$ cat config.mk
export PLATFORM = sky130hd
export DESIGN_NAME = io_port_pad_control
export DESIGN_NICKNAME = d
export VERILOG_FILES = /design/src/io_port_pkg.sv /design/src/io_port_pad_control.sv /design/src/io_port_slice.sv
export SDC_FILE = /design/constraint.sdc
export NUM_CORES = 1
export LEC_CHECK = 0
export ABC_AREA = 1
export BUFFER_PORTS_ARGS = -buffer_cell sky130_fd_sc_hd__buf_2
export CORE_AREA = 10 10 189 191
export CTS_BUF_LIST = sky130_fd_sc_hd__clkbuf_2
export CTS_CLUSTER_SIZE = 30
export DETAILED_ROUTE_END_ITERATION = 7
export DIE_AREA = 0 0 199 201
export GPL_TIMING_DRIVEN = 0
export PLACE_DENSITY_LB_ADDON = 0.12
export SLEW_MARGIN = 30
export SYNTH_ARGS = -nofsm -noshare
export SYNTH_HDL_FRONTEND = slang
export SYNTH_HIERARCHICAL = 1
export SYNTH_SLANG_ARGS = --single-unit
$ cat constraint.sdc
create_clock -name pclk -period 1.5 [get_ports pclk]
set_input_delay 0.075 -clock pclk [delete_from_list [all_inputs] [get_ports pclk]]
set_output_delay 0.075 -clock pclk [all_outputs]
set_load 0.005 [all_outputs]
$ cat src/io_port_pkg.sv
// Constants shared by the general purpose I/O port block
package io_port_pkg;

    // Port geometry
    localparam int unsigned PORT_WIDTH      = 8;    // Pins per port
    localparam int unsigned MAX_PORTS       = 5;    // Largest port count the map holds
    localparam int unsigned ADDR_WIDTH      = 16;   // APB address width
    localparam int unsigned DATA_WIDTH      = 32;   // APB data width

    // Register indices of the control registers (byte address = index * 4)
    localparam logic [11:0] PAD_CFG_INDEX   = 12'hF3C;  // pad_configuration_register
    localparam logic [11:0] SPI_OD_INDEX    = 12'hF40;  // spi_open_drain_control
    localparam logic [11:0] UART_OD_INDEX   = 12'hF41;  // uart_open_drain_control
    localparam logic [11:0] CC_OD_INDEX     = 12'hF42;  // capcomp_open_drain_control

    // Per-port register block: base = port * PORT_STRIDE
    localparam logic [15:0] PORT_STRIDE     = 16'h0010;
    localparam logic [3:0]  DIR_OFFSET      = 4'h0;     // direction_register
    localparam logic [3:0]  LEVEL_OFFSET    = 4'h4;     // pin-level register
    localparam logic [3:0]  DRIVEN_OFFSET   = 4'h8;     // driven_value_register

    // Field positions inside the open-drain and pad registers
    localparam int unsigned OD_UNIT1_BIT    = 0;    // Unit 1 enable
    localparam int unsigned OD_UNIT2_BIT    = 1;    // Unit 2 enable
    localparam int unsigned OD_FIELD_WIDTH  = 2;    // Implemented bits, 7..2 read zero
    localparam int unsigned TTL_SEL_BIT     = 0;    // parallel_master_ttl_select

    // Reset values
    localparam logic [7:0]  DIR_RESET       = 8'hFF;    // All pins inputs
    localparam logic [7:0]  DRIVEN_RESET    = 8'h00;
    localparam logic [1:0]  OD_RESET        = 2'h0;
    localparam logic        TTL_SEL_RESET   = 1'b0;     // Schmitt buffers after power-on

    // Open-drain groups, one per peripheral unit
    localparam int unsigned OD_GROUPS       = 6;
    localparam int unsigned GRP_SPI1        = 0;
    localparam int unsigned GRP_SPI2        = 1;
    localparam int unsigned GRP_UART1       = 2;
    localparam int unsigned GRP_UART2       = 3;
    localparam int unsigned GRP_CC1         = 4;
    localparam int unsigned GRP_CC2         = 5;

endpackage : io_port_pkg

$ cat src/io_port_pad_control.sv
// General purpose I/O ports with APB register access and pad options
`timescale 1ns/100ps
`default_nettype none

// Summary of operation
// Each port: direction, pin-level, driven-value registers
// Up to five ports, count is a parameter
// Direction 1 floats pin, 0 drives latch
// Pin-level read gives pins, write loads latch
// Pin-level read shows real pins, any direction
// Driven-value read returns latch, not pins
// Enabled peripheral takes over its pin
// Software drives pulled-up line via direction bit
// Open-drain only on serial, SPI, capture pins
// Open-drain only while unit's control bit set
// Open-drain high releases pin to pull-up
// Capture/compare register: bit1 unit2, bit0 unit1
// Transceiver register: bit1 unit2, bit0 unit1
// SPI register: bit1 unit2, bit0 unit1
// Open-drain bits 7..2 ignore writes, read zero
// TTL select moves parallel master inputs to TTL
// TTL select at pad bit 0, resets 0
// Pin inputs pass a two-stage synchroniser
module io_port_pad_control
    import io_port_pkg::*;
#(
    parameter int unsigned NUM_PORTS = MAX_PORTS,
    // Pins carrying each unit's data and clock outputs, one mask per group
    parameter logic [io_port_pkg::OD_GROUPS-1:0][io_port_pkg::MAX_PORTS*8-1:0] OD_PIN_MAP = {
        40'h00_0000_0300,   // Capture/compare 2
        40'h00_0000_0C00,   // Capture/compare 1
        40'h00_0000_00C0,   // Transceiver 2
        40'h00_00C0_0000,   // Transceiver 1
        40'h00_0300_0000,   // SPI 2
        40'h00_0028_0000    // SPI 1
    }
) (
    input  wire logic                                   pclk,
    input  wire logic                                   presetn,
    input  wire logic                                   psel,
    input  wire logic                                   penable,
    input  wire logic                                   pwrite,
    input  wire logic [io_port_pkg::ADDR_WIDTH-1:0]     paddr,
    input  wire logic [io_port_pkg::DATA_WIDTH-1:0]     pwdata,
    input  wire logic [3:0]                             pstrb,
    output var  logic                                   pready,
    output var  logic [io_port_pkg::DATA_WIDTH-1:0]     prdata,
    output var  logic                                   pslverr,
    input  wire logic [NUM_PORTS*io_port_pkg::PORT_WIDTH-1:0] periph_en,
    input  wire logic [NUM_PORTS*io_port_pkg::PORT_WIDTH-1:0] periph_out,
    input  wire logic [NUM_PORTS*io_port_pkg::PORT_WIDTH-1:0] periph_oe,
    input  wire logic [NUM_PORTS*io_port_pkg::PORT_WIDTH-1:0] pin_in,
    output var  logic [NUM_PORTS*io_port_pkg::PORT_WIDTH-1:0] pin_out,
    output var  logic [NUM_PORTS*io_port_pkg::PORT_WIDTH-1:0] pin_oe,
    output var  logic                                   parallel_master_ttl_select
);

    localparam int unsigned PINS = NUM_PORTS * PORT_WIDTH;  // Total pins

    // Open-drain control fields, only two bits each are implemented
    logic [OD_FIELD_WIDTH-1:0] spi_open_drain_control_r;
    logic [OD_FIELD_WIDTH-1:0] uart_open_drain_control_r;
    logic [OD_FIELD_WIDTH-1:0] capcomp_open_drain_control_r;
    logic [OD_GROUPS-1:0]      od_group;          // Enable per unit
    logic [PINS-1:0]           od_pin;            // Enable per pin
    // Slice state views
    logic [PINS-1:0]           dir_all;
    logic [PINS-1:0]           driven_all;
    logic [PINS-1:0]           level_all;
    // Bus decode
    logic                      commit;            // Access completing this edge
    logic [11:0]               reg_index;         // Word index of the address
    logic [11:0]               port_sel;          // Port number field
    logic [3:0]                port_off;          // Offset inside a port block
    logic                      port_hit;          // Address lands in a port block
    logic                      lane0;             // Low byte lane written
    logic [DATA_WIDTH-1:0]     rdata_nxt;
    logic                      err_nxt;
    logic [NUM_PORTS-1:0]      dir_we;
    logic [NUM_PORTS-1:0]      driven_we;

    ////////////////////////////////////////////////////////////////////////////
    // APB decode
    assign commit    = psel & penable & pready;
    assign reg_index = (paddr[15:14] == 2'h0) ? paddr[13:2] : 12'h000;
    assign port_sel  = paddr[15:4];
    assign port_off  = paddr[3:0];
    assign lane0     = pstrb[0];
    // Ports sit at the bottom of the map, four words each, the last unused
    assign port_hit  = (port_sel < 12'(NUM_PORTS)) && (port_off != 4'hC)
                       && (paddr[1:0] == 2'h0);

    // Write strobes into each port slice
    always_comb begin
        for (int p = 0; p < NUM_PORTS; p++) begin
            dir_we[p]    = commit & pwrite & lane0 & port_hit
                           & (port_sel == 12'(p)) & (port_off == DIR_OFFSET);
            // Both the pin-level and the driven-value words load the latch
            driven_we[p] = commit & pwrite & lane0 & port_hit
                           & (port_sel == 12'(p))
                           & ((port_off == LEVEL_OFFSET)
                              | (port_off == DRIVEN_OFFSET));
        end
    end

    ////////////////////////////////////////////////////////////////////////////
    // One slice per port present
    for (genvar p = 0; p < NUM_PORTS; p++) begin : g_port
        io_port_slice #(
            .W            (PORT_WIDTH)
        ) u_slice (
            .pclk         (pclk),
            .presetn      (presetn),
            .dir_we       (dir_we[p]),
            .driven_we    (driven_we[p]),
            .wdata        (pwdata[PORT_WIDTH-1:0]),
            .periph_en    (periph_en[p*PORT_WIDTH +: PORT_WIDTH]),
            .periph_out   (periph_out[p*PORT_WIDTH +: PORT_WIDTH]),
            .periph_oe    (periph_oe[p*PORT_WIDTH +: PORT_WIDTH]),
            .od_en        (od_pin[p*PORT_WIDTH +: PORT_WIDTH]),
            .pin_in       (pin_in[p*PORT_WIDTH +: PORT_WIDTH]),
            .pin_out      (pin_out[p*PORT_WIDTH +: PORT_WIDTH]),
            .pin_oe       (pin_oe[p*PORT_WIDTH +: PORT_WIDTH]),
            .direction    (dir_all[p*PORT_WIDTH +: PORT_WIDTH]),
            .driven_value (driven_all[p*PORT_WIDTH +: PORT_WIDTH]),
            .pin_level    (level_all[p*PORT_WIDTH +: PORT_WIDTH])
        );
    end

    ////////////////////////////////////////////////////////////////////////////
    // Open-drain control registers; upper bits have no storage at all
    always_ff @(posedge pclk or negedge presetn) begin
        if (!presetn) begin
            spi_open_drain_control_r     <= OD_RESET;
            uart_open_drain_control_r    <= OD_RESET;
            capcomp_open_drain_control_r <= OD_RESET;
        end else if (commit && pwrite && lane0 && paddr[1:0] == 2'h0) begin
            if (reg_index == SPI_OD_INDEX) begin
                spi_open_drain_control_r     <= pwdata[OD_FIELD_WIDTH-1:0];
            end
            if (reg_index == UART_OD_INDEX) begin
                uart_open_drain_control_r    <= pwdata[OD_FIELD_WIDTH-1:0];
            end
            if (reg_index == CC_OD_INDEX) begin
                capcomp_open_drain_control_r <= pwdata[OD_FIELD_WIDTH-1:0];
            end
        end
    end

    // Pad configuration: TTL select for the parallel master inputs
    always_ff @(posedge pclk or negedge presetn) begin
        if (!presetn) begin
            parallel_master_ttl_select <= TTL_SEL_RESET;
        end else if (commit && pwrite && lane0 && paddr[1:0] == 2'h0
                     && reg_index == PAD_CFG_INDEX) begin
            parallel_master_ttl_select <= pwdata[TTL_SEL_BIT];
        end
    end

    ////////////////////////////////////////////////////////////////////////////
    // Unit enables spread to the pins that carry that unit's outputs
    always_comb begin
        od_group[GRP_SPI1]  = spi_open_drain_control_r[OD_UNIT1_BIT];
        od_group[GRP_SPI2]  = spi_open_drain_control_r[OD_UNIT2_BIT];
        od_group[GRP_UART1] = uart_open_drain_control_r[OD_UNIT1_BIT];
        od_group[GRP_UART2] = uart_open_drain_control_r[OD_UNIT2_BIT];
        od_group[GRP_CC1]   = capcomp_open_drain_control_r[OD_UNIT1_BIT];
        od_group[GRP_CC2]   = capcomp_open_drain_control_r[OD_UNIT2_BIT];
        od_pin = '0;
        // Pins outside every mask can never go open-drain
        for (int g = 0; g < OD_GROUPS; g++) begin
            od_pin = od_pin | (OD_PIN_MAP[g][PINS-1:0] & {PINS{od_group[g]}});
        end
    end

    ////////////////////////////////////////////////////////////////////////////
    // Read mux and unmapped detection
    always_comb begin
        rdata_nxt = '0;
        err_nxt   = 1'b0;
        if (paddr[1:0] != 2'h0) begin
            // Misaligned addresses are refused
            err_nxt = 1'b1;
        end else if (port_hit) begin
            unique case (port_off)
                DIR_OFFSET: begin
                    rdata_nxt[PORT_WIDTH-1:0] = dir_all[port_sel*PORT_WIDTH +: PORT_WIDTH];
                end
                LEVEL_OFFSET: begin
                    // Synchronised pins, not the latch
                    rdata_nxt[PORT_WIDTH-1:0] = level_all[port_sel*PORT_WIDTH +: PORT_WIDTH];
                end
                default: begin
                    // Latch value so read-modify-write keeps driven bits
                    rdata_nxt[PORT_WIDTH-1:0] = driven_all[port_sel*PORT_WIDTH +: PORT_WIDTH];
                end
            endcase
        end else if (reg_index == SPI_OD_INDEX) begin
            rdata_nxt[OD_FIELD_WIDTH-1:0] = spi_open_drain_control_r;
        end else if (reg_index == UART_OD_INDEX) begin
            rdata_nxt[OD_FIELD_WIDTH-1:0] = uart_open_drain_control_r;
        end else if (reg_index == CC_OD_INDEX) begin
            rdata_nxt[OD_FIELD_WIDTH-1:0] = capcomp_open_drain_control_r;
        end else if (reg_index == PAD_CFG_INDEX) begin
            rdata_nxt[TTL_SEL_BIT] = parallel_master_ttl_select;
        end else begin
            err_nxt = 1'b1;
        end
    end

    ////////////////////////////////////////////////////////////////////////////
    // Response: one wait state, so every answer comes from flip-flops
    always_ff @(posedge pclk or negedge presetn) begin
        if (!presetn) begin
            pready  <= 1'b0;
            prdata  <= '0;
            pslverr <= 1'b0;
        end else if (psel && penable && !pready) begin
            pready  <= 1'b1;
            prdata  <= pwrite ? '0 : rdata_nxt;
            pslverr <= err_nxt;
        end else begin
            // Drop after the completing edge; the error flag stands only with pready
            pready  <= 1'b0;
            pslverr <= 1'b0;
        end
    end

endmodule : io_port_pad_control

`default_nettype wire

$ cat src/io_port_slice.sv
// One port: direction, driven value, pin synchroniser and pad drive
`timescale 1ns/100ps
`default_nettype none

module io_port_slice
    import io_port_pkg::*;
#(
    parameter int unsigned W = PORT_WIDTH
) (
    input  wire logic          pclk,
    input  wire logic          presetn,
    input  wire logic          dir_we,
    input  wire logic          driven_we,
    input  wire logic [W-1:0]  wdata,
    input  wire logic [W-1:0]  periph_en,
    input  wire logic [W-1:0]  periph_out,
    input  wire logic [W-1:0]  periph_oe,
    input  wire logic [W-1:0]  od_en,
    input  wire logic [W-1:0]  pin_in,
    output var  logic [W-1:0]  pin_out,
    output var  logic [W-1:0]  pin_oe,
    output var  logic [W-1:0]  direction,
    output var  logic [W-1:0]  driven_value,
    output var  logic [W-1:0]  pin_level
);

    logic [W-1:0] sync1_r;     // First synchroniser stage, read only by the second
    logic [W-1:0] out_nxt;     // Next pad data
    logic [W-1:0] oe_nxt;      // Next pad enable

    ////////////////////////////////////////////////////////////////////////////
    // Direction register: 1 = input, 0 = output
    always_ff @(posedge pclk or negedge presetn) begin
        if (!presetn) begin
            direction <= DIR_RESET[W-1:0];
        end else if (dir_we) begin
            direction <= wdata;
        end
    end

    // Output latch, loaded by either register write path
    always_ff @(posedge pclk or negedge presetn) begin
        if (!presetn) begin
            driven_value <= DRIVEN_RESET[W-1:0];
        end else if (driven_we) begin
            driven_value <= wdata;
        end
    end

    ////////////////////////////////////////////////////////////////////////////
    // Two-flop synchroniser; pin reads see the real level whatever the direction
    always_ff @(posedge pclk or negedge presetn) begin
        if (!presetn) begin
            sync1_r   <= '0;
            pin_level <= '0;
        end else begin
            sync1_r   <= pin_in;
            pin_level <= sync1_r;
        end
    end

    ////////////////////////////////////////////////////////////////////////////
    // Pad drive selection per pin
    always_comb begin
        for (int i = 0; i < W; i++) begin
            if (periph_en[i]) begin
                // Peripheral owns the pin; latch and direction are bypassed
                out_nxt[i] = periph_out[i];
                // Open-drain: a high is released, the pull-up makes the level
                oe_nxt[i]  = periph_oe[i] & ~(od_en[i] & periph_out[i]);
            end else begin
                // Plain port pin: direction 0 drives latch, 1 floats
                out_nxt[i] = driven_value[i];
                oe_nxt[i]  = ~direction[i];
            end
        end
    end

    // Registered pad outputs so the pins change cleanly on the clock
    always_ff @(posedge pclk or negedge presetn) begin
        if (!presetn) begin
            pin_out <= '0;
            pin_oe  <= '0;
        end else begin
            pin_out <= out_nxt;
            pin_oe  <= oe_nxt;
        end
    end

endmodule : io_port_slice

`default_nettype wire
==> results.tsv, run 1 <==
stage	metric	value	unit
outcome	status	finished with violations	
outcome	violations	negative setup slack	
critical_path	r2r-start	pready$_DFF_PN0_	
sta	rsz0062_at_grt	true	
critical_path	start_kind	flop	
yosys	yosys.area_share.simple	25.6	%
power_and_ir_drop	p_leak	0.00972	uW
sta	finalCritPeriodShare	116	%
route	wl	43.9	mm
placed_design	dpl.hpwl	26.9	mm
sta	worst_slack	-0.236	ns
sta	tightest_slew	0.737	ns
critical_path	worstPathArrival	2.43	ns
route	viasPerCell	4.47	
flow_run	max_cap_viol_count	0	
placed_design	gp_congestion	0.877	
sta	setup_tns	-12.85	ns
sta	report.final.slew_viol_count	0	
grt	grt_pass1_wl	67.7	mm
grt	grt_pass1_vias	12300	
clocking	clkSinkCount	257	
cells_and_area	syn2layout_area_growth	69.1	%
yosys	ys_seq_area_share	59.0	%
critical_path	critical_path_class	reg2reg	
power_and_ir_drop	combPwrFrac	14.7	%
critical_path	cp_max_fo	5	
placed_design	portBuffers	280	
cells_and_area	fin_area	0.0186	sq mm
yosys	ys_ff_latch	257	
clocking	cts_made_buffers	72	
power_and_ir_drop	vdd_ir_drop_max	532	uV
yosys	yosysWarningCount	6	
route	firstDrtPassIters	5	
floorplanning	die_h	201	um
power_and_ir_drop	seqPwrFrac	49.6	%
route	drt_iter0_drc	575	
floorplanning	die-area	0.0400	sq mm
yosys	syn_area	0.0110	sq mm
yosys	synthXorXnorAreaFrac	0	%
power_and_ir_drop	powerDensity	784	mW/mm^2
sta	holdWs	0.0237	ns
yosys	synth_top_family_by_area	simple AND/OR/NAND/NOR gates	
sta	relSlewSlack	50.9	%
sta	fmax	0.576	GHz
power_and_ir_drop	pwr-share-clk	35.7	%
grt	antenna_found_initial	5	
clocking	cts_buffer_depth	3	
yosys	synth_cells	1273	
hold_path	hp-class	in2reg	
power_and_ir_drop	swShare	28.2	%
floorplanning	dieWidth	199	um
floorplanning	initial_core_util	34.3	%
placed_design	placed_cell_area	0.0132	sq mm
critical_path	cp.required	2.19	ns
clocking	htreeDepth	3	
hold_path	whs_path_depth	10	
grt	grt_use_total	21.7	%
yosys	synth_cell_types	27	
critical_path	crit_start	pready$_DFF_PN0_	
yosys	synth_mux_area_share	0.0911	%
route	drc	0	
clocking	cts_tree	built	
yosys	synthAdderAreaFrac	0	%
route	drt-wirelength-per-cell	16.9	um
sta	finClkSkew	0.0455	ns
clocking	path_clk_slew	0.14	ns
route	vias	11600	
power_and_ir_drop	p_sw	4100	uW
route	antenna_left	0	
grt	grt_max_degree	77	
critical_path	r2r_cells	7	
sta	post-route-min-period	1.74	ns
clocking	root_buffer	clkbuf_2	
floorplanning	core_area	0.0320	sq mm
clocking	insertion_delay	0.84	ns
power_and_ir_drop	internal_power	10500	uW
floorplanning	row_count	66	
placed_design	dpl_worst_slack	-0.957	ns
sta	hold_viol_final	0	
cells_and_area	drive_gt1_share	29.6	%
critical_path	endpoint_kind	flop	
yosys	syn_avg_cell_area	8.63	sq um
grt	grt-ovfl-total	0	
hold_path	hp-start	paddr[14]	
cells_and_area	final_nets	2340	
sta	setup_viol	89	
power_and_ir_drop	finalPower	14600	uW
floorplanning	io_pins	332	
yosys	synth-compound-area-share	6.36	%
[per-layer routing]
layer  share of wire [%]  vias up  GRT usage [%]
met4                 2.0        4           5.91
met5               0.052        -              0
met3                 6.7       66           5.60
met2                  50      362           36.8
li1                    -     5631              -
met1                  42     5526           26.5
[cells in the final DEF (no fill, tap or decap), types with 5 or more instances in the layout]
cell type,instances
nand2_1,464
dlygate4sd3_1,402
buf_2,277
dfrtp_1,217
inv_1,153
clkbuf_2,113
nand3_1,63
o21ai_0,60
buf_4,55
o21ai_1,52
conb_1,52
or2_2,40
dfstp_2,40
buf_6,29
nand2_2,28
nor2_1,23
o21ai_2,17
nor2_4,16
nand4_1,15
clkinv_1,13
a21oi_1,9
inv_2,5
nand2_4,5
[repair_timing]
item	4_1_cts	5_1_grt
endpoints found under the hold margin	474	22
cloned	6	4
setup buffers	15	15
endpoints found under the setup margin	102	146
gates resized for setup	78	91
pin swaps	11	11
hold buffers	400	3
[flip-flops by register name (all words and copies together) (netlist names)]
signal	cells
g_port.u_slice/direction	40
g_port.u_slice/driven_value	40
g_port.u_slice/pin_level	40
g_port.u_slice/pin_oe	40
g_port.u_slice/pin_out	40
g_port.u_slice/sync1_r	40
prdata	8
capcomp_open_drain_control_r	2
spi_open_drain_control_r	2
uart_open_drain_control_r	2
parallel_master_ttl_select	1
pready	1
pslverr	1
[cell type report]
cell class / instances / area [sq um]
inverters: 157 / 589
repair buffers: 725 / 5930
clock buffers: 112 / 561
clock inverters: 18 / 103
diodes: 4 / 10.0
plain buffers: 49 / 390
well taps: 408 / 510
flip-flops and latches: 257 / 6480
fillers: 2761 / 13500
multi-input cells: 861 / 4000
[power by group through the flow]
stage / combinational (uW) / sequential [uW] / clock (uW)
floorplan: 415 / 7370 / 0
global placement: 1220 / 7350 / 0
detailed placement: 1270 / 7350 / 0
CTS: 2070 / 7220 / 5400
global route: 2350 / 7250 / 5830
finish: 2140 / 7220 / 5200
[path summary, 6_finish.rpt]
path | endpoint | slack, ns
setup / recovery | g_port[3].u_slice/driven_value[1]$_DFFE_PN0P_ | -0.24
hold / removal | prdata[1]$_DFFE_PN0P_ | 0.02
setup reg to reg | g_port[3].u_slice/driven_value[1]$_DFFE_PN0P_ | -0.24
hold reg to reg | g_port[3].u_slice/pin_level[2]$_DFF_PN0_ | 0.33
max in group asynchronous | g_port[4].u_slice/direction[7]$_DFFE_PN1P_ | 0.36
min in group asynchronous | g_port[1].u_slice/sync1_r[4]$_DFF_PN0_ | 0.35
[critical path, cell delays in order (launching register included)]
cell,delay [ns]
dfrtp_1,0.36
nand4_1,0.10
buf_6,0.15
nor3_4,0.20
nand4_1,0.26
nor2_4,0.25
buf_4,0.18
o21ai_0,0.10
[stage by stage]
stage | instances | util, %
after floorplan | 1324 | -
after global placement | 2012 | 40.9
after detailed placement | 2015 | 41.2
after CTS | 2566 | 56.7
after global routing | 2588 | 57.9
final | 2591 | 58.0
[synthesized netlist by cell type, drive strengths merged]
master | n | share of area (%)
a21o | 1 | 0.068
a21oi | 9 | 0.41
buf | 45 | 3.4
clkbuf | 4 | 0.14
clkinv | 1 | 0.034
conb | 1 | 0.034
dfrtp | 217 | 49
dfstp | 40 | 9.6
inv | 156 | 5.3
mux2i | 1 | 0.091
nand2 | 497 | 17
nand3 | 65 | 3.0
nand3b | 1 | 0.068
nand4 | 15 | 0.85
nor2 | 42 | 1.8
nor3 | 7 | 0.46
nor4 | 1 | 0.11
o21ai | 129 | 5.9
or2 | 41 | 2.3
[cell families after synthesis]
kind of cell	count (synthesis)
and+or+nand+nor	669
buffers and inverters	206
other	1
muxes	1
AOI/OAI and AO/OA	139
DFF	257
(Power assumes the default switching activity.)
==> run 2: changes to the inputs <==
- CORE_AREA: 10 10 189 191 -> 10 10 163 165
- DIE_AREA: 0 0 199 201 -> 0 0 173 175
==> run 2 against run 1 <==
Net effect:
- the flow finishes with violations (negative hold slack, negative setup slack)
- non-clock buffer count is 9 lower
- sequential share of layout area increased by 0.44 points
- register-to-register slack got worse by 0.04 ns
- first-iteration DRC count grew 63%
- critical path depth up 2
- core utilization increased by 21 points
- die area decreased by 24%
- clock power decreased by 2%
- global-route usage grew 6.3 points
- combinational power is essentially flat
- fmax fell by 2.4%
- critical path type unchanged
- critical endpoint is now g_port[3].u_slice/driven_value[2]$_DFFE_PN0P_
==> results.tsv, run 2 (same netlist as run 1, synthesis figures left out) <==
stage	metric	value	unit	change
sta	relSlewSlack	50.8	%	-0.14 points
floorplanning	die-area	0.0303	sq mm	-24%
clocking	root_buffer	clkbuf_2		
placed_design	portBuffers	280		unchanged
cells_and_area	drive_gt1_share	29.4	%	-0.16 points
critical_path	r2r-start	pready$_DFF_PN0_		
sta	post-route-min-period	1.78	ns	+0.0429 ns
critical_path	cp_max_fo	5		unchanged
clocking	cts_made_buffers	68		-5.6%
grt	antenna_found_initial	7		+2
sta	finalCritPeriodShare	119	%	+2.9 points
route	drt-wirelength-per-cell	17.6	um	+3.9%
critical_path	worstPathArrival	2.50	ns	+0.07 ns
grt	grt_pass1_vias	13000		+5.1%
grt	grt_use_total	28.0	%	+6.3 points
floorplanning	die_h	175	um	-13%
route	viasPerCell	4.82		+7.8%
placed_design	gp_congestion	0.929		+5.9%
critical_path	start_kind	flop		
sta	finClkSkew	0.0635	ns	+0.0180 ns
grt	grt_pass1_wl	67.5	mm	-0.33%
route	vias	12000		+3.5%
floorplanning	row_count	56		-15%
hold_path	hp-class	in2reg		
sta	rsz0062_at_grt	true		
clocking	path_clk_slew	0.12	ns	-0.02 ns
clocking	clkSinkCount	257		unchanged
cells_and_area	final_cell_mix	459 x nand2_1, 397 x dlygate4sd3_1, 281 x buf_2		
floorplanning	dieWidth	173	um	-13%
grt	grt-ovfl-total	0		unchanged
power_and_ir_drop	powerDensity	789	mW/mm^2	+0.66%
sta	report.final.slew_viol_count	0		unchanged
power_and_ir_drop	vdd_ir_drop_max	554	uV	+4.2%
sta	fmax	0.562	GHz	-2.4%
sta	tightest_slew	0.739	ns	+0.00208 ns
route	firstDrtPassIters	6		+1
cells_and_area	nFillCells	1477		-47%
critical_path	cp.required	2.22	ns	+0.03 ns
critical_path	crit_start	pready$_DFF_PN0_		
route	antenna_left	0		unchanged
cells_and_area	layout_commonest_cell	nand2_1		
critical_path	endpoint_kind	flop		
outcome	status	finished with violations		
route	drt_iter0_drc	940		+63%
clocking	insertion_delay	0.82	ns	-0.02 ns
flow_run	max_cap_viol_count	0		unchanged
floorplanning	initial_core_util	47.2	%	+13 points
hold_path	hp-start	paddr[1]		
sta	setup_viol	89		unchanged
clocking	cts_tree	built		
cells_and_area	seq_area	0.00648	sq mm	unchanged
floorplanning	core_area	0.0233	sq mm	-27%
power_and_ir_drop	finalPower	14500	uW	-0.60%
power_and_ir_drop	p_leak	0.00966	uW	-0.54%
cells_and_area	multiInputGateArea	0.00401	sq mm	+0.25%
cells_and_area	final_nets	2327		-0.56%
cells_and_area	syn2layout_area_growth	67.0	%	
route	drc	0		unchanged
floorplanning	io_pins	332		unchanged
clocking	cts_buffer_depth	3		unchanged
grt	grt_max_degree	78		+1.3%
route	wl	43.8	mm	-0.17%
sta	holdWs	-0.00235	ns	-0.0261 ns
cells_and_area	fin_util	78.8	%	+21 points
sta	worst_slack	-0.279	ns	-0.0429 ns
critical_path	critical_path_class	reg2reg		
sta	hold_viol_final	1		+1
critical_path	path_cells	nand4_1 -> buf_6 -> nor3_4 -> nand4_1 -> buf_4 -> nor2_4 -> buf_6 -> nand2_1 -> o21ai_1		
clocking	htreeDepth	3		unchanged
critical_path	cpPeakStageDelay	0.37	ns	about the same
critical_path	cpMaxStageDelayCell	dfrtp_1		
outcome	violations	negative hold slack, negative setup slack		
placed_design	dpl.hpwl	24.7	mm	-8.1%
==> run 2: cell types whose count changed in the layout (fill, tap and decap cells not counted), moves of 5 or more <==
cell	previous run	this run
clkbuf_2	113	101
o21ai_0	60	51
buf_4	55	50
dlygate4sd3_1	402	397
nand2_1	464	459
nand2_2	28	33
o21ai_1	52	57
==> run 2: final cells by class <==
type,instances,share of cell area [%]
Buffer,49,2.10
Clock inverter,23,0.778
Multi-Input combinational cell,861,21.9
Clock buffer,101,2.76
Antenna cell,6,0.0819
Inverter,157,3.21
Timing Repair Buffer,716,31.7
Sequential cell,257,35.3
Tap cell,319,2.18
==> run 2: worst max-delay path: cells and delay by family (launching register included) <==
kind | cells | cell delay (ns)
AND/OR/NAND/NOR | 5 | 0.74
AO/OA/AOI/OAI | 1 | 0.10
buffers and inverters | 3 | 0.49
flip-flops | 1 | 0.37
==> run 2: routing by layer <==
layer | global-route usage [%] | vias to the layer above | share of wire [%]
met4 | 12.9 | 2 | 3.7
met2 | 47.9 | 572 | 50
met5 | 0 | - | 0.025
met1 | 32.4 | 5706 | 39
li1 | - | 5600 | -
met3 | 7.26 | 120 | 7.8
==> run 2: metrics by stage <==
step / setup TNS, ns / instance area [sq um] / std cells / setup slack, ns
global placement: -1087.10 / 13000 / 1923 / -4.24
CTS: -8.58 / 17900 / 2461 / -0.163
global route: -26.54 / 18300 / 2489 / -0.379
floorplan: -2.54 / 11200 / 1324 / -0.0665
detailed placement: -66.04 / 13100 / 1926 / -0.879
finish: -15.84 / 18300 / 2489 / -0.279
==> run 2: power breakdown <==
part           internal [uW]  total, uW  switching (uW)
clock                   2150       5090            2940
combinational           1150       2160            1010
sequential              7160       7230            68.3
==> run 2: final timing paths <==
| check | cells past startpoint | slack [ns] | end |
|---|---|---|---|
| setup / recovery | 9 | -0.28 | g_port[3].u_slice/driven_value[2]$_DFFE_PN0P_ |
| setup reg to reg | 9 | -0.28 | g_port[3].u_slice/driven_value[2]$_DFFE_PN0P_ |
| min in group asynchronous | 3 | 0.30 | g_port[0].u_slice/pin_out[0]$_DFF_PN0_ |
| hold / removal | 4 | -0.002 | pslverr$_DFF_PN0_ |
| max in group asynchronous | 4 | 0.38 | g_port[1].u_slice/direction[2]$_DFFE_PN1P_ |
| hold reg to reg | 0 | 0.32 | g_port[3].u_slice/pin_level[0]$_DFF_PN0_ |
==> run 2: timing repair <==
action | 4_1_cts | 5_1_grt
endpoints found under the setup margin | 82 | 98
hold endpoints to repair | 474 | 25
pin swaps | 11 | 12
gates cloned | 4 | 5
gates resized for setup | 64 | 119
setup buffers | 13 | 14
hold buffers | 394 | 3
